**config.mk**
```make
export PLATFORM = sky130hd
export DESIGN_NAME = sram_host_ctrl
export DESIGN_NICKNAME = d
export VERILOG_FILES = /design/src/shared/sram_host_pkg.sv /design/src/sram_host_ctrl.sv /design/src/sram_in_sync.sv
export SDC_FILE = /design/constraint.sdc
export NUM_CORES = 1
export LEC_CHECK = 0
export BUFFER_PORTS_ARGS = -buffer_cell sky130_fd_sc_hd__buf_2
export CAP_MARGIN = 20
export CORE_MARGIN = 2
export CORE_UTILIZATION = 47
export CTS_BUF_LIST = sky130_fd_sc_hd__clkbuf_8
export CTS_CLUSTER_DIAMETER = 60
export DETAILED_ROUTE_END_ITERATION = 12
export PLACE_DENSITY_LB_ADDON = 0.15
export SYNTH_ARGS = -nofsm -noshare
export SYNTH_HDL_FRONTEND = slang
export SYNTH_SLANG_ARGS = --single-unit
```
**constraint.sdc**
```tcl
create_clock -name sys_clk -period 1.65 [get_ports sys_clk]
set_input_delay 0 -clock sys_clk [delete_from_list [all_inputs] [get_ports sys_clk]]
set_output_delay 0 -clock sys_clk [all_outputs]
set_load 0.03 [all_outputs]
```
**src/shared/sram_host_pkg.sv**
```systemverilog
// Constants shared by the asynchronous static memory host controller.
// Assumes a 10 MHz system clock driving all controller logic.
`default_nettype none
package sram_host_pkg;

  localparam int  CLK_PERIOD_NS = 100;
  localparam int  ADDR_W        = 22;
  localparam int  DATA_W        = 16;
  localparam int  BYTE_W        = 8;

  // Access timing of the memory in nanoseconds.
  localparam int  READ_CYCLE_NS    = 55;
  localparam int  WRITE_PULSE_NS   = 45;
  localparam int  OUT_FLOAT_NS     = 20;
  localparam int  DATA_HOLD_NS     = 0;

  localparam int  READ_CYCLES  = (READ_CYCLE_NS + CLK_PERIOD_NS - 1) / CLK_PERIOD_NS;
  localparam int  WRITE_CYCLES = (WRITE_PULSE_NS + CLK_PERIOD_NS - 1) / CLK_PERIOD_NS;
  localparam int  FLOAT_CYCLES = (OUT_FLOAT_NS + CLK_PERIOD_NS - 1) / CLK_PERIOD_NS;
  localparam int  HOLD_CYCLES  = (DATA_HOLD_NS + CLK_PERIOD_NS - 1) / CLK_PERIOD_NS + 1;

  localparam int  CNT_W = 4;

  localparam logic [1:0] BE_NONE = 2'h3;

  typedef enum logic [2:0] {
    ST_IDLE  = 3'h0,
    ST_RSTRB = 3'h1,
    ST_RDONE = 3'h3,
    ST_TURN  = 3'h2,
    ST_WSTRB = 3'h6,
    ST_WHOLD = 3'h7
  } ctl_state_t;

endpackage
`default_nettype wire

```
**src/sram_host_ctrl.sv**
```systemverilog
// Host controller driving an asynchronous 4M x 16 static memory by its pins.
// Assumes one user request at a time on sys_clk and a memory without clock.
//
// What this block does
// - All qualifying controls are asserted before the write strobe goes active.
// - Write data stay stable around the strobe edge that ends the write.
// - Controller never drives data while the memory may still drive them.
// - Every select and lane enable is always held at a defined level.
// - Read keeps strobe high with selects, output enable and lanes asserted.
// - Address is valid no later than selects and lanes asserting.
`timescale 1ns/1ns
`default_nettype none
module sram_host_ctrl #(
  parameter int ADDR_W = sram_host_pkg::ADDR_W,
  parameter int DATA_W = sram_host_pkg::DATA_W
) (
  input  wire logic              sys_clk,
  input  wire logic              nrst,
  // User request side.
  input  wire logic              req_valid,
  input  wire logic              req_write,
  input  wire logic [ADDR_W-1:0] req_addr,
  input  wire logic [DATA_W-1:0] req_wdata,
  input  wire logic [1:0]        req_lane_n,
  output logic                   req_ready,
  output logic                   rsp_valid,
  output logic      [DATA_W-1:0] rsp_rdata,
  // Memory pins.
  output logic      [ADDR_W-1:0] mem_addr,
  output logic                   select_active_low,
  output logic                   select_active_high,
  output logic                   write_strobe_n,
  output logic                   output_enable_n,
  output logic                   upper_byte_lane_n,
  output logic                   lower_byte_lane_n,
  input  wire logic [DATA_W-1:0] data_lines_in,
  output logic      [DATA_W-1:0] data_lines_out,
  output logic      [DATA_W-1:0] data_lines_oe_n
);

  // Refused at elaboration: the split of the data word into two byte lanes assumes this geometry.
  if (ADDR_W != sram_host_pkg::ADDR_W || DATA_W != sram_host_pkg::DATA_W) begin : g_bad_size
    $error("sram_host_ctrl supports only the 22-bit by 16-bit memory");
  end

  ////////////////////////////////////////////////////////////////////////////
  // Read data synchroniser.

  logic [DATA_W-1:0] rd_sync;

  sram_in_sync #(
    .WIDTH (DATA_W)
  ) u_rd_sync (
    .sys_clk  (sys_clk),
    .nrst     (nrst),
    .async_in (data_lines_in),
    .sync_out (rd_sync)
  );

  ////////////////////////////////////////////////////////////////////////////
  // Sequencer.

  sram_host_pkg::ctl_state_t state_ff, nxt_state;
  logic [sram_host_pkg::CNT_W-1:0] cnt_ff, nxt_cnt;
  logic [ADDR_W-1:0]               addr_ff, nxt_addr;
  logic [DATA_W-1:0]               wdata_ff, nxt_wdata;
  logic [1:0]                      lane_ff, nxt_lane;
  logic                            sel_ff, nxt_sel;
  logic                            oe_ff, nxt_oe;
  logic                            we_ff, nxt_we;
  logic                            drive_ff, nxt_drive;
  logic                            rsp_ff, nxt_rsp;
  logic [DATA_W-1:0]               rdata_ff, nxt_rdata;

  function automatic logic [sram_host_pkg::CNT_W-1:0] cycles(input int n);
    cycles = sram_host_pkg::CNT_W'(n);
  endfunction

  // Unread lanes take old_d, which the caller passes as zero, so the response shows only read bytes.
  function automatic logic [DATA_W-1:0] merge_lanes(input logic [DATA_W-1:0] old_d,
                                                    input logic [DATA_W-1:0] new_d,
                                                    input logic [1:0]        lane_n);
    logic [DATA_W-1:0] m;
    m = old_d;
    if (!lane_n[0]) begin
      m[sram_host_pkg::BYTE_W-1:0] = new_d[sram_host_pkg::BYTE_W-1:0];
    end
    if (!lane_n[1]) begin
      m[DATA_W-1:sram_host_pkg::BYTE_W] = new_d[DATA_W-1:sram_host_pkg::BYTE_W];
    end
    merge_lanes = m;
  endfunction

  assign req_ready = (state_ff == sram_host_pkg::ST_IDLE);

  always_comb begin
    nxt_state = state_ff;
    nxt_cnt   = cnt_ff;
    nxt_addr  = addr_ff;
    nxt_wdata = wdata_ff;
    nxt_lane  = lane_ff;
    nxt_sel   = sel_ff;
    nxt_oe    = oe_ff;
    nxt_we    = we_ff;
    nxt_drive = drive_ff;
    nxt_rsp   = 1'b0;
    nxt_rdata = rdata_ff;
    case (state_ff)
      sram_host_pkg::ST_IDLE: begin
        // A request with no lane enabled would only deselect; it is ignored.
        if (req_valid && (req_lane_n != sram_host_pkg::BE_NONE)) begin
          nxt_addr  = req_addr;
          nxt_wdata = req_wdata;
          nxt_lane  = req_lane_n;
          nxt_sel   = 1'b1;
          if (req_write) begin
            nxt_oe    = 1'b0;
            nxt_cnt   = cycles(sram_host_pkg::FLOAT_CYCLES);
            nxt_state = sram_host_pkg::ST_TURN;
          end else begin
            nxt_oe    = 1'b1;
            nxt_cnt   = cycles(sram_host_pkg::READ_CYCLES + 2);
            nxt_state = sram_host_pkg::ST_RSTRB;
          end
        end
      end
      sram_host_pkg::ST_RSTRB: begin
        // Two extra cycles cover the read-back synchroniser latency.
        if (cnt_ff == cycles(1)) begin
          nxt_state = sram_host_pkg::ST_RDONE;
        end else begin
          nxt_cnt = cnt_ff - cycles(1);
        end
      end
      sram_host_pkg::ST_RDONE: begin
        nxt_rdata = merge_lanes('0, rd_sync, lane_ff);
        nxt_rsp   = 1'b1;
        nxt_sel   = 1'b0;
        nxt_oe    = 1'b0;
        nxt_lane  = sram_host_pkg::BE_NONE;
        nxt_state = sram_host_pkg::ST_IDLE;
      end
      sram_host_pkg::ST_TURN: begin
        // Output enable went high a cycle ago, so the memory has released the bus.
        if (cnt_ff <= cycles(1)) begin
          nxt_drive = 1'b1;
          nxt_we    = 1'b1;
          nxt_cnt   = cycles(sram_host_pkg::WRITE_CYCLES);
          nxt_state = sram_host_pkg::ST_WSTRB;
        end else begin
          nxt_cnt = cnt_ff - cycles(1);
        end
      end
      sram_host_pkg::ST_WSTRB: begin
        if (cnt_ff <= cycles(1)) begin
          nxt_we    = 1'b0;
          nxt_cnt   = cycles(sram_host_pkg::HOLD_CYCLES);
          nxt_state = sram_host_pkg::ST_WHOLD;
        end else begin
          nxt_cnt = cnt_ff - cycles(1);
        end
      end
      sram_host_pkg::ST_WHOLD: begin
        // Data and selects stay one cycle past the strobe edge that ends the write.
        if (cnt_ff <= cycles(1)) begin
          nxt_drive = 1'b0;
          nxt_sel   = 1'b0;
          nxt_lane  = sram_host_pkg::BE_NONE;
          nxt_rsp   = 1'b1;
          nxt_state = sram_host_pkg::ST_IDLE;
        end else begin
          nxt_cnt = cnt_ff - cycles(1);
        end
      end
      default: begin
        nxt_state = sram_host_pkg::ST_IDLE;
        nxt_sel   = 1'b0;
        nxt_oe    = 1'b0;
        nxt_we    = 1'b0;
        nxt_drive = 1'b0;
        nxt_lane  = sram_host_pkg::BE_NONE;
      end
    endcase
  end

  always_ff @(posedge sys_clk or negedge nrst) begin
    if (!nrst) begin
      state_ff <= sram_host_pkg::ST_IDLE;
      cnt_ff   <= '0;
      addr_ff  <= '0;
      wdata_ff <= '0;
      lane_ff  <= sram_host_pkg::BE_NONE;
      sel_ff   <= 1'b0;
      oe_ff    <= 1'b0;
      we_ff    <= 1'b0;
      drive_ff <= 1'b0;
      rsp_ff   <= 1'b0;
      rdata_ff <= '0;
    end else begin
      state_ff <= nxt_state;
      cnt_ff   <= nxt_cnt;
      addr_ff  <= nxt_addr;
      wdata_ff <= nxt_wdata;
      lane_ff  <= nxt_lane;
      sel_ff   <= nxt_sel;
      oe_ff    <= nxt_oe;
      we_ff    <= nxt_we;
      drive_ff <= nxt_drive;
      rsp_ff   <= nxt_rsp;
      rdata_ff <= nxt_rdata;
    end
  end

  ////////////////////////////////////////////////////////////////////////////
  // Pin drive: every control comes straight from a flop at a defined level.

  assign mem_addr           = addr_ff;
  assign select_active_low  = ~sel_ff;
  assign select_active_high = sel_ff;
  assign write_strobe_n     = ~we_ff;
  assign output_enable_n    = ~oe_ff;
  assign upper_byte_lane_n  = lane_ff[1];
  assign lower_byte_lane_n  = lane_ff[0];
  assign data_lines_out     = wdata_ff;
  assign data_lines_oe_n    = {DATA_W{~drive_ff}};
  assign rsp_valid          = rsp_ff;
  assign rsp_rdata          = rdata_ff;

endmodule // sram_host_ctrl
`default_nettype wire

```
**src/sram_in_sync.sv**
```systemverilog
// Two-flop synchroniser for the data lines read back from the memory.
// Assumes the memory data arrive asynchronously to sys_clk.
`timescale 1ns/1ns
`default_nettype none
module sram_in_sync #(
  parameter int WIDTH = 16
) (
  input  wire logic             sys_clk,
  input  wire logic             nrst,
  input  wire logic [WIDTH-1:0] async_in,
  output logic      [WIDTH-1:0] sync_out
);

  logic [WIDTH-1:0] meta_ff;
  logic [WIDTH-1:0] sync_ff;

  // Refused at elaboration so that a bad width never reaches simulation.
  if (WIDTH < 1) begin : g_bad_width
    $error("sram_in_sync WIDTH must be positive");
  end

  always_ff @(posedge sys_clk or negedge nrst) begin
    if (!nrst) begin
      meta_ff <= '0;
      sync_ff <= '0;
    end else begin
      meta_ff <= async_in;
      sync_ff <= meta_ff;
    end
  end

  assign sync_out = sync_ff;

endmodule // sram_in_sync
`default_nettype wire
```
==> summary.txt, run 1 <==
Routing
  • Iteration-0 DRC Markers: 110
  • Post-Route WL: 9273 um
  • Vias: 2,885
  • Routed WL per cell: 15.13 um
  • Vias/cell: around 4.7
  • DRC Markers: 0
  • DRT Pass-1 Iters: 5
  • Post-route ant nets: 0

Final layout
  • Fin util: 71.11%
  • Share of cells above drive strength 1: a little under half
  • Finished Cell Area: 5843 sq um
  • Synth-to-Final Area Change: 46.67%
  • Antenna cells: 0
  • Nets: 565

Critical path
  • Family with the most delay on the worst path: simple AND/OR/NAND/NOR gates
  • Worst path bufs/invs: 1
  • Type of origin of the critical path: register
  • Crit end category: register
  • Slowest cell delay on critical path: approximately 0.42 ns
  • Max FO, Critical Path: 5
  • Worst Path Arrival: 1.97 ns
  • CP cell instances: inv_1, ha_2, or2_4, a21oi_4, nor4_4, mux2_4
  • Worst Setup Path Type: reg -> reg
  • CP Data Required Time: 1.90 ns
  • Slowest cell on the critical path: dfrtp_1

Timing
  • Tcrit/Tclk final: 104.3%
  • Slew HR: 72.76%
  • Total negative setup slack: -0.4901 ns
  • Final Hold Vio Count: 0
  • Max Freq: 581.1 MHz
  • Max-slew violation count: 0
  • RSZ-0062 raised after global routing: true
  • Fin crit period: 1.721 ns
  • Final setup fails: 29
  • Clock Skew: 0.02041 ns
  • Fin worst setup slack: -0.07095 ns
  • Least-Margin Pin Slew: 0.4086 ns

Power
  • Maximum VDD drop: roughly 1100 uV
  • Leakage power: 0.002996 uW
  • PD cells: between 2000 and 2500 nW/um^2
  • Design Power: 11,840 uW

Synth
  • Sequential share of the synthesized area: 62.88%
  • Synth area leader: dfrtp_1
  • Syn_area_per_cell: 13.69 sq um
  • Post-synth top cells: dfrtp_1 (98), mux2_4 (36), nand2_1 (24), o21ai_0 (23), nand2b_1 (16)
  • Cell Area, Synth: 3984 sq um
  • Post-synth EDFFs: 0
  • Ranking of synthesized cells by area: dfrtp_1 (62%), mux2_4 (14%), o21ai_0 (2.9%)
  • Unique masters post-synth: 40
  • YS warnings: 0
  • Syn Inst Count: 291
  • Top_reg_cell synth: dfrtp_1
  • Synth async-reset ratio: between 90% and 100%
  • #FFs+latches synth: 100
  • Post-Syn Nets: between 300 and 400
  • Top-count cell post-synth: dfrtp_1
  • Area share of the largest cell type after synthesis: 61.56%

Floorplanning
  • Full die area: 9228 sq um
  • Core Area: 8217 sq um
  • Die W: 96.07 um
  • Initial core utilization: 48.48%
  • Die Span Y: 96.07 um
  • Rows: 33
  • Ports: 138

Clocking
  • Total CTS buffers: 9
  • Worst-Skew Late Latency: about 0.36 ns
  • H-Tree Depth: 3
  • Worst-path clk slew: roughly 0.11 ns
  • Clock Tree Root: clkbuf_8
  • CTS tree: yes
  • Clock Path Buffers: 2
  • Clock Sinks: 100

Placed design
  • I/O Buffers: between 100 and 150
  • HPWL after DPL: 5580 um
  • Placement Setup Slack: -0.1121 ns
  • Placer Congestion: 0.8086
  • DP Area: roughly 4800 sq um

GRT
  • Remaining Overflow, GRT: 0
  • Initial antenna violation count: 0
  • Busiest metal layer after global routing: met2
  • Largest net degree at the start of global routing: 55
  • First-pass GRT wire length: 13,670 um
  • Total Routing Usage GR: 19.85%
  • Via count of the first global-routing pass: 2,801
  • Met2 Use GR: 32.58%
  • GR Util met3: 5.638%
  • Grt met1 use: 25.71%

Worst hold path
  • Class of the worst hold path: in -> async

Status
  • Status: complete, but fails checks
  • Failing checks: setup timing

Flow run
  • Max_cap viols: 0
-- worst register-to-register path, delay by kind of cell (launching register included) --
kind,cells,cell delay (ns)
fa+ha+maj,1,0.17
simple gates,2,0.55
mux,1,0.34
compound gates,1,0.07
flops,1,0.42
buf+inv,1,0.07
-- layout by cell type, fill, tap and decap left out, types with 3 or more instances in the layout --
| cell | instances |
|---|---|
| a21oi_1 | 4 |
| buf_2 | 136 |
| buf_4 | 25 |
| buf_6 | 4 |
| clkbuf_16 | 3 |
| clkbuf_8 | 9 |
| dfrtp_1 | 98 |
| dlygate4sd3_1 | 58 |
| inv_1 | 8 |
| mux2_4 | 37 |
| mux2i_1 | 3 |
| nand2_1 | 23 |
| nand2b_1 | 16 |
| nor2_1 | 9 |
| o211ai_1 | 3 |
| o21ai_0 | 23 |
-- what timing repair did --
item | CTS | global route
setup buffers | 4 | 3
gates resized for setup | 10 | 7
endpoints found under the setup margin | 48 | 23
endpoints found under the hold margin | 157 | 0
hold buffers | 58 | 0
gates cloned | 1 | 4
pin swaps | 5 | 8
-- cells by family (layout without fill, tap and decap cells) --
group / count (synthesis) / count (layout) / synth area share, %
multiplexers: 42 / 42 / 15.17
AND/OR/NAND/NOR: 62 / 62 / 7.821
buffers and inverters: 37 / 254 / 6.061
adder cells (fa/ha/maj): 2 / 2 / 0.6280
AO/OA/AOI/OAI: 48 / 48 / 7.444
flip-flops: 100 / 100 / 62.88
-- flip-flops by register name (all words and copies together) (netlist names) --
signal and count:
u_rd_sync.meta_ff 16, rsp_valid 1, cnt_ff 4, data_lines_out 16, we_ff 1, lane_ff 2, mem_addr 22, u_rd_sync.sync_out 16
select_active_high 1, oe_ff 1, rsp_rdata 16, state_ff 3, drive_ff 1
-- stage by stage --
stage | hold slack [ns] | instances
floorplan | -0.2956 | 291
global placement | -0.03606 | 527
detailed placement | -0.03175 | 527
CTS | 0.09645 | 606
global route | 0.1455 | 613
finish | 0.1057 | 613
-- power by group --
part           internal, uW  switching (uW)
clock network           888             896
logic                  2570            3630
registers              3330             515
total                  6790            5040
-- per-layer routing --
layer | wire length [um] | vias up | share of wire (%)
li1 | - | 1390 | -
met1 | 3891 | 1406 | 42
met2 | 4812 | 78 | 52
met3 | 428 | 11 | 4.6
met4 | 141 | 0 | 1.5
met5 | 0 | - | 0
-- area by class of cell --
type / instances / area (sq um)
sequential: 100 / 2505
fill: 591 / 2374
timing repair buffer: 229 / 1637
multi-input combinational: 154 / 1300
tap: 105 / 131.4
clock buffer: 9 / 123.9
clock inverter: 7 / 112.6
inverter: 9 / 33.78
-- path summary, 6_finish.rpt --
kind | startpoint | endpoint | slack (ns) | cells after the start
max reg2reg | cnt_ff[0] | cnt_ff[1] | -0.07 | 6
min | nrst | u_rd_sync.sync_out[11] | 0.11 | 2
max in group asynchronous | nrst | u_rd_sync.sync_out[3] | 0.92 | 3
max | cnt_ff[0] | cnt_ff[1] | -0.07 | 6
min reg2reg | u_rd_sync.meta_ff[8] | u_rd_sync.sync_out[8] | 0.36 | 0
min in group sys_clk | data_lines_in[12] | u_rd_sync.meta_ff[12] | 0.27 | 2
(Power assumes the default switching activity.)
==> inputs of run 2 (changes only) <==
--- a/config.mk
+++ b/config.mk
@@ -5,14 +5,15 @@
 export SDC_FILE = /design/constraint.sdc
 export NUM_CORES = 1
 export LEC_CHECK = 0
+export ABC_AREA = 0
 export BUFFER_PORTS_ARGS = -buffer_cell sky130_fd_sc_hd__buf_2
 export CAP_MARGIN = 20
 export CORE_MARGIN = 2
-export CORE_UTILIZATION = 47
+export CORE_UTILIZATION = 56
 export CTS_BUF_LIST = sky130_fd_sc_hd__clkbuf_8
 export CTS_CLUSTER_DIAMETER = 60
 export DETAILED_ROUTE_END_ITERATION = 12
-export PLACE_DENSITY_LB_ADDON = 0.15
+export PLACE_DENSITY = 0.88
 export SYNTH_ARGS = -nofsm -noshare
 export SYNTH_HDL_FRONTEND = slang
 export SYNTH_SLANG_ARGS = --single-unit
==> constraint.sdc (replaced) <==
create_clock -name sys_clk -period 2.2 [get_ports sys_clk]
set_input_delay 0 -clock sys_clk [delete_from_list [all_inputs] [get_ports sys_clk]]
set_output_delay 0 -clock sys_clk [all_outputs]
set_load 0.03 [all_outputs]
==> run 2 against run 1 <==
Against the previous run: the flow now finishes without violations; worst setup slack better by 0.30 ns; flip-flop and latch count unchanged; clock skew shrank 0.0081 ns; combinational power down 33%; register-to-register slack better by 0.30 ns; first-iteration DRC count is 3.6% lower; sequential share of layout area is 3.3 points higher; count of clock-buffer cells in the layout stayed put; cell area decreased by 7.1%; cell count shrank 6.0%; critical path type unchanged.
==> summary.txt, run 2 (same netlist as run 1, synthesis figures left out) <==
Timing
  • Final Hold Vio Count: 0 (unchanged)
  • Clock Skew: 0.01230 ns (was 0.02041 ns)
  • Slew HR: 65.48% (was 72.76%)
  • Max-slew violation count: 0 (unchanged)
  • Min Hold Slack: 0.1543 ns (was 0.1057 ns)
  • RSZ-0062 raised after global routing: false (was true)
  • Tcrit/Tclk final: 89.49% (was 104.3%)
  • Least-Margin Pin Slew: 0.5177 ns (was 0.4086 ns)
  • Max Freq: 507.9 MHz (was 581.1 MHz)
  • Total negative setup slack: 0 ns (was -0.4901 ns)
  • Fin worst setup slack: 0.2313 ns (was -0.07095 ns)
  • Final setup fails: 0 (was 29)
  • Fin crit period: 1.969 ns (was 1.721 ns)

Final layout
  • Fin util: 79.47% (was 71.11%)
  • Most frequent cells in the layout: buf_2 (136), dfrtp_1 (98), dlygate4sd3_1 (58) (unchanged)
  • Antenna cells: 0 (unchanged)
  • Nets: 537 (was 565)
  • Share of cells above drive strength 1: 42.92% (was 47.64%)
  • Synth-to-Final Area Change: 36.28% (was 46.67%)
  • Max FFs per register: 22 (unchanged)
  • Commonest non-fill, non-tap cell in the layout: buf_2 (unchanged)

Clocking
  • CTS tree: yes (unchanged)
  • Worst-Skew Late Latency: 0.37 ns (was 0.36 ns)
  • H-Tree Depth: 3 (unchanged)
  • Worst-path clk slew: 0.10 ns (was 0.11 ns)
  • Clock Path Buffers: 2 (unchanged)
  • Post-CTS Setup Bufs: 0 (was 4)
  • Clock Sinks: 100 (unchanged)
  • Clock Tree Root: clkbuf_8 (unchanged)
  • Total CTS buffers: 9 (unchanged)
  • # hold bufs at CTS: 58 (unchanged)
  • Count of cells resized by post-cts repair: 0 (was 10)

Routing
  • Iteration-0 DRC Markers: 106 (was 110)
  • Vias: 2,853 (was 2,885)
  • Routed WL per cell: 15.63 um (was 15.13 um)
  • Post-route ant nets: 0 (unchanged)
  • Vias/cell: 4.953 (was 4.706)
  • DRT Pass-1 Iters: 4 (was 5)
  • DRC Markers: 0 (unchanged)
  • Post-Route WL: 9001 um (was 9273 um)

GRT
  • Total Routing Usage GR: 24.08% (was 19.85%)
  • Remaining Overflow, GRT: 0 (unchanged)
  • Largest net degree at the start of global routing: 61 (was 55)
  • Via count of the first global-routing pass: 2,925 (was 2,801)
  • Met2 Use GR: 40.60% (was 32.58%)
  • Grt met1 use: 29.80% (was 25.71%)
  • First-pass GRT wire length: 14,080 um (was 13,670 um)
  • Initial antenna violation count: 0 (unchanged)
  • Busiest metal layer after global routing: met2 (unchanged)
  • GR Util met3: 5.597% (was 5.638%)

Floorplanning
  • Ports: 138 (unchanged)
  • Full die area: 7805 sq um (was 9228 sq um)
  • Die W: 88.35 um (was 96.07 um)
  • Rows: 30 (was 33)
  • Core Area: 6832 sq um (was 8217 sq um)
  • Initial core utilization: 58.32% (was 48.48%)
  • Die Span Y: 88.35 um (was 96.07 um)

Critical path
  • Critical R2R Launch: cnt_ff[0] (unchanged)
  • Reg2reg end: cnt_ff[1] (unchanged)
  • CP cell instances: inv_1, ha_1, or2_2, a21oi_1, nor4_2, mux2_2 (was inv_1, ha_2, or2_4, a21oi_4, nor4_4, mux2_4)
  • Worst reg2reg path depth: 6 (unchanged)
  • Worst Setup Path Type: reg -> reg (unchanged)
  • CP endpoint: cnt_ff[1] (unchanged)
  • FF-to-FF setup slack: 0.23 ns (was -0.07 ns)
  • Worst path bufs/invs: 1 (unchanged)
  • Max FO, Critical Path: 5 (unchanged)
  • Crit end category: register (unchanged)
  • Slowest cell delay on critical path: 0.51 ns (was 0.42 ns)
  • Family with the most delay on the worst path: simple AND/OR/NAND/NOR gates (unchanged)
  • Slowest cell on the critical path: nor4_2 (was dfrtp_1)
  • CP Data Required Time: 2.45 ns (was 1.90 ns)
  • Type of origin of the critical path: register (unchanged)
  • Worst Setup SP: cnt_ff[0] (unchanged)
  • WP depth: 6 (unchanged)
  • Worst Path Arrival: 2.22 ns (was 1.97 ns)

Placed design
  • I/O Buffers: 137 (unchanged)
  • Placer Congestion: 0.7955 (was 0.8086)
  • Placement Setup Slack: 0.2517 ns (was -0.1121 ns)
  • HPWL after DPL: 5479 um (was 5580 um)

Power
  • PD cells: 1508 nW/um^2 (was 2026 nW/um^2)
  • Leakage power: 0.002784 uW (was 0.002996 uW)
  • Maximum VDD drop: 929.0 uV (was 1125 uV)
  • Design Power: 8188 uW (was 11,840 uW)

Status
  • Status: finished clean (was complete, but fails checks)

Flow run
  • Max_cap viols: 0 (unchanged)

Worst hold path
  • Class of the worst hold path: in -> async (unchanged)
==> run 2: cell types whose count changed in the layout (fill, tap and decap cells not counted), moves of 2 or more <==
cell,previous run,this run
bufinv_16,2,0
buf_6,4,0
ha_2,2,0
clkbuf_16,3,0
buf_4,25,5
a21oi_4,2,0
ha_1,0,2
==> run 2: metrics by stage <==
| stage | std cells | instance area [sq um] |
|---|---|---|
| 3_5_place_dp | 502 | 4656 |
| 4_1_cts | 576 | 5429 |
| 3_3_place_gp | 502 | 4656 |
| 6_report | 576 | 5429 |
| 2_1_floorplan | 291 | 3984 |
| 5_1_grt | 576 | 5429 |
==> run 2: metal layers <==
| metal | share of wire (%) | routed length [um] |
|---|---|---|
| met3 | 6.1 | 549 |
| met1 | 42 | 3758 |
| met4 | 2.1 | 188 |
| met2 | 50 | 4504 |
| met5 | 0 | 0 |
==> run 2: report_power, final <==
group	internal (uW)	switching [uW]	total [uW]	leakage [uW]
logic	1570	2590	4170	0.00148
registers	2500	410	2910	0.00121
clock network	438	675	1110	0.0000911
total	4510	3680	8190	0.00278
==> run 2: how the worst min path moves through the flow <==
stage	start	endpoint	slack, ns	depth (start not counted)
after CTS	nrst	rsp_rdata[3]	0.16	2
after global placement	nrst	rsp_rdata[3]	0.0007	1
after detailed placement	nrst	rsp_rdata[3]	0.01	1
after floorplan	nrst	cnt_ff[0]	-0.30	0
after global routing	nrst	rsp_rdata[7]	0.20	2
final	nrst	rsp_rdata[7]	0.15	2
==> run 2: final cells by class <==
| type | count | area [sq um] |
|---|---|---|
| clock buffer | 9 | 123.9 |
| multi-input combinational | 154 | 1239 |
| timing repair buffer | 201 | 1339 |
| tap | 96 | 120.1 |
| inverter | 9 | 33.78 |
| clock inverter | 7 | 68.82 |
| sequential | 100 | 2505 |
| fill | 419 | 1403 |
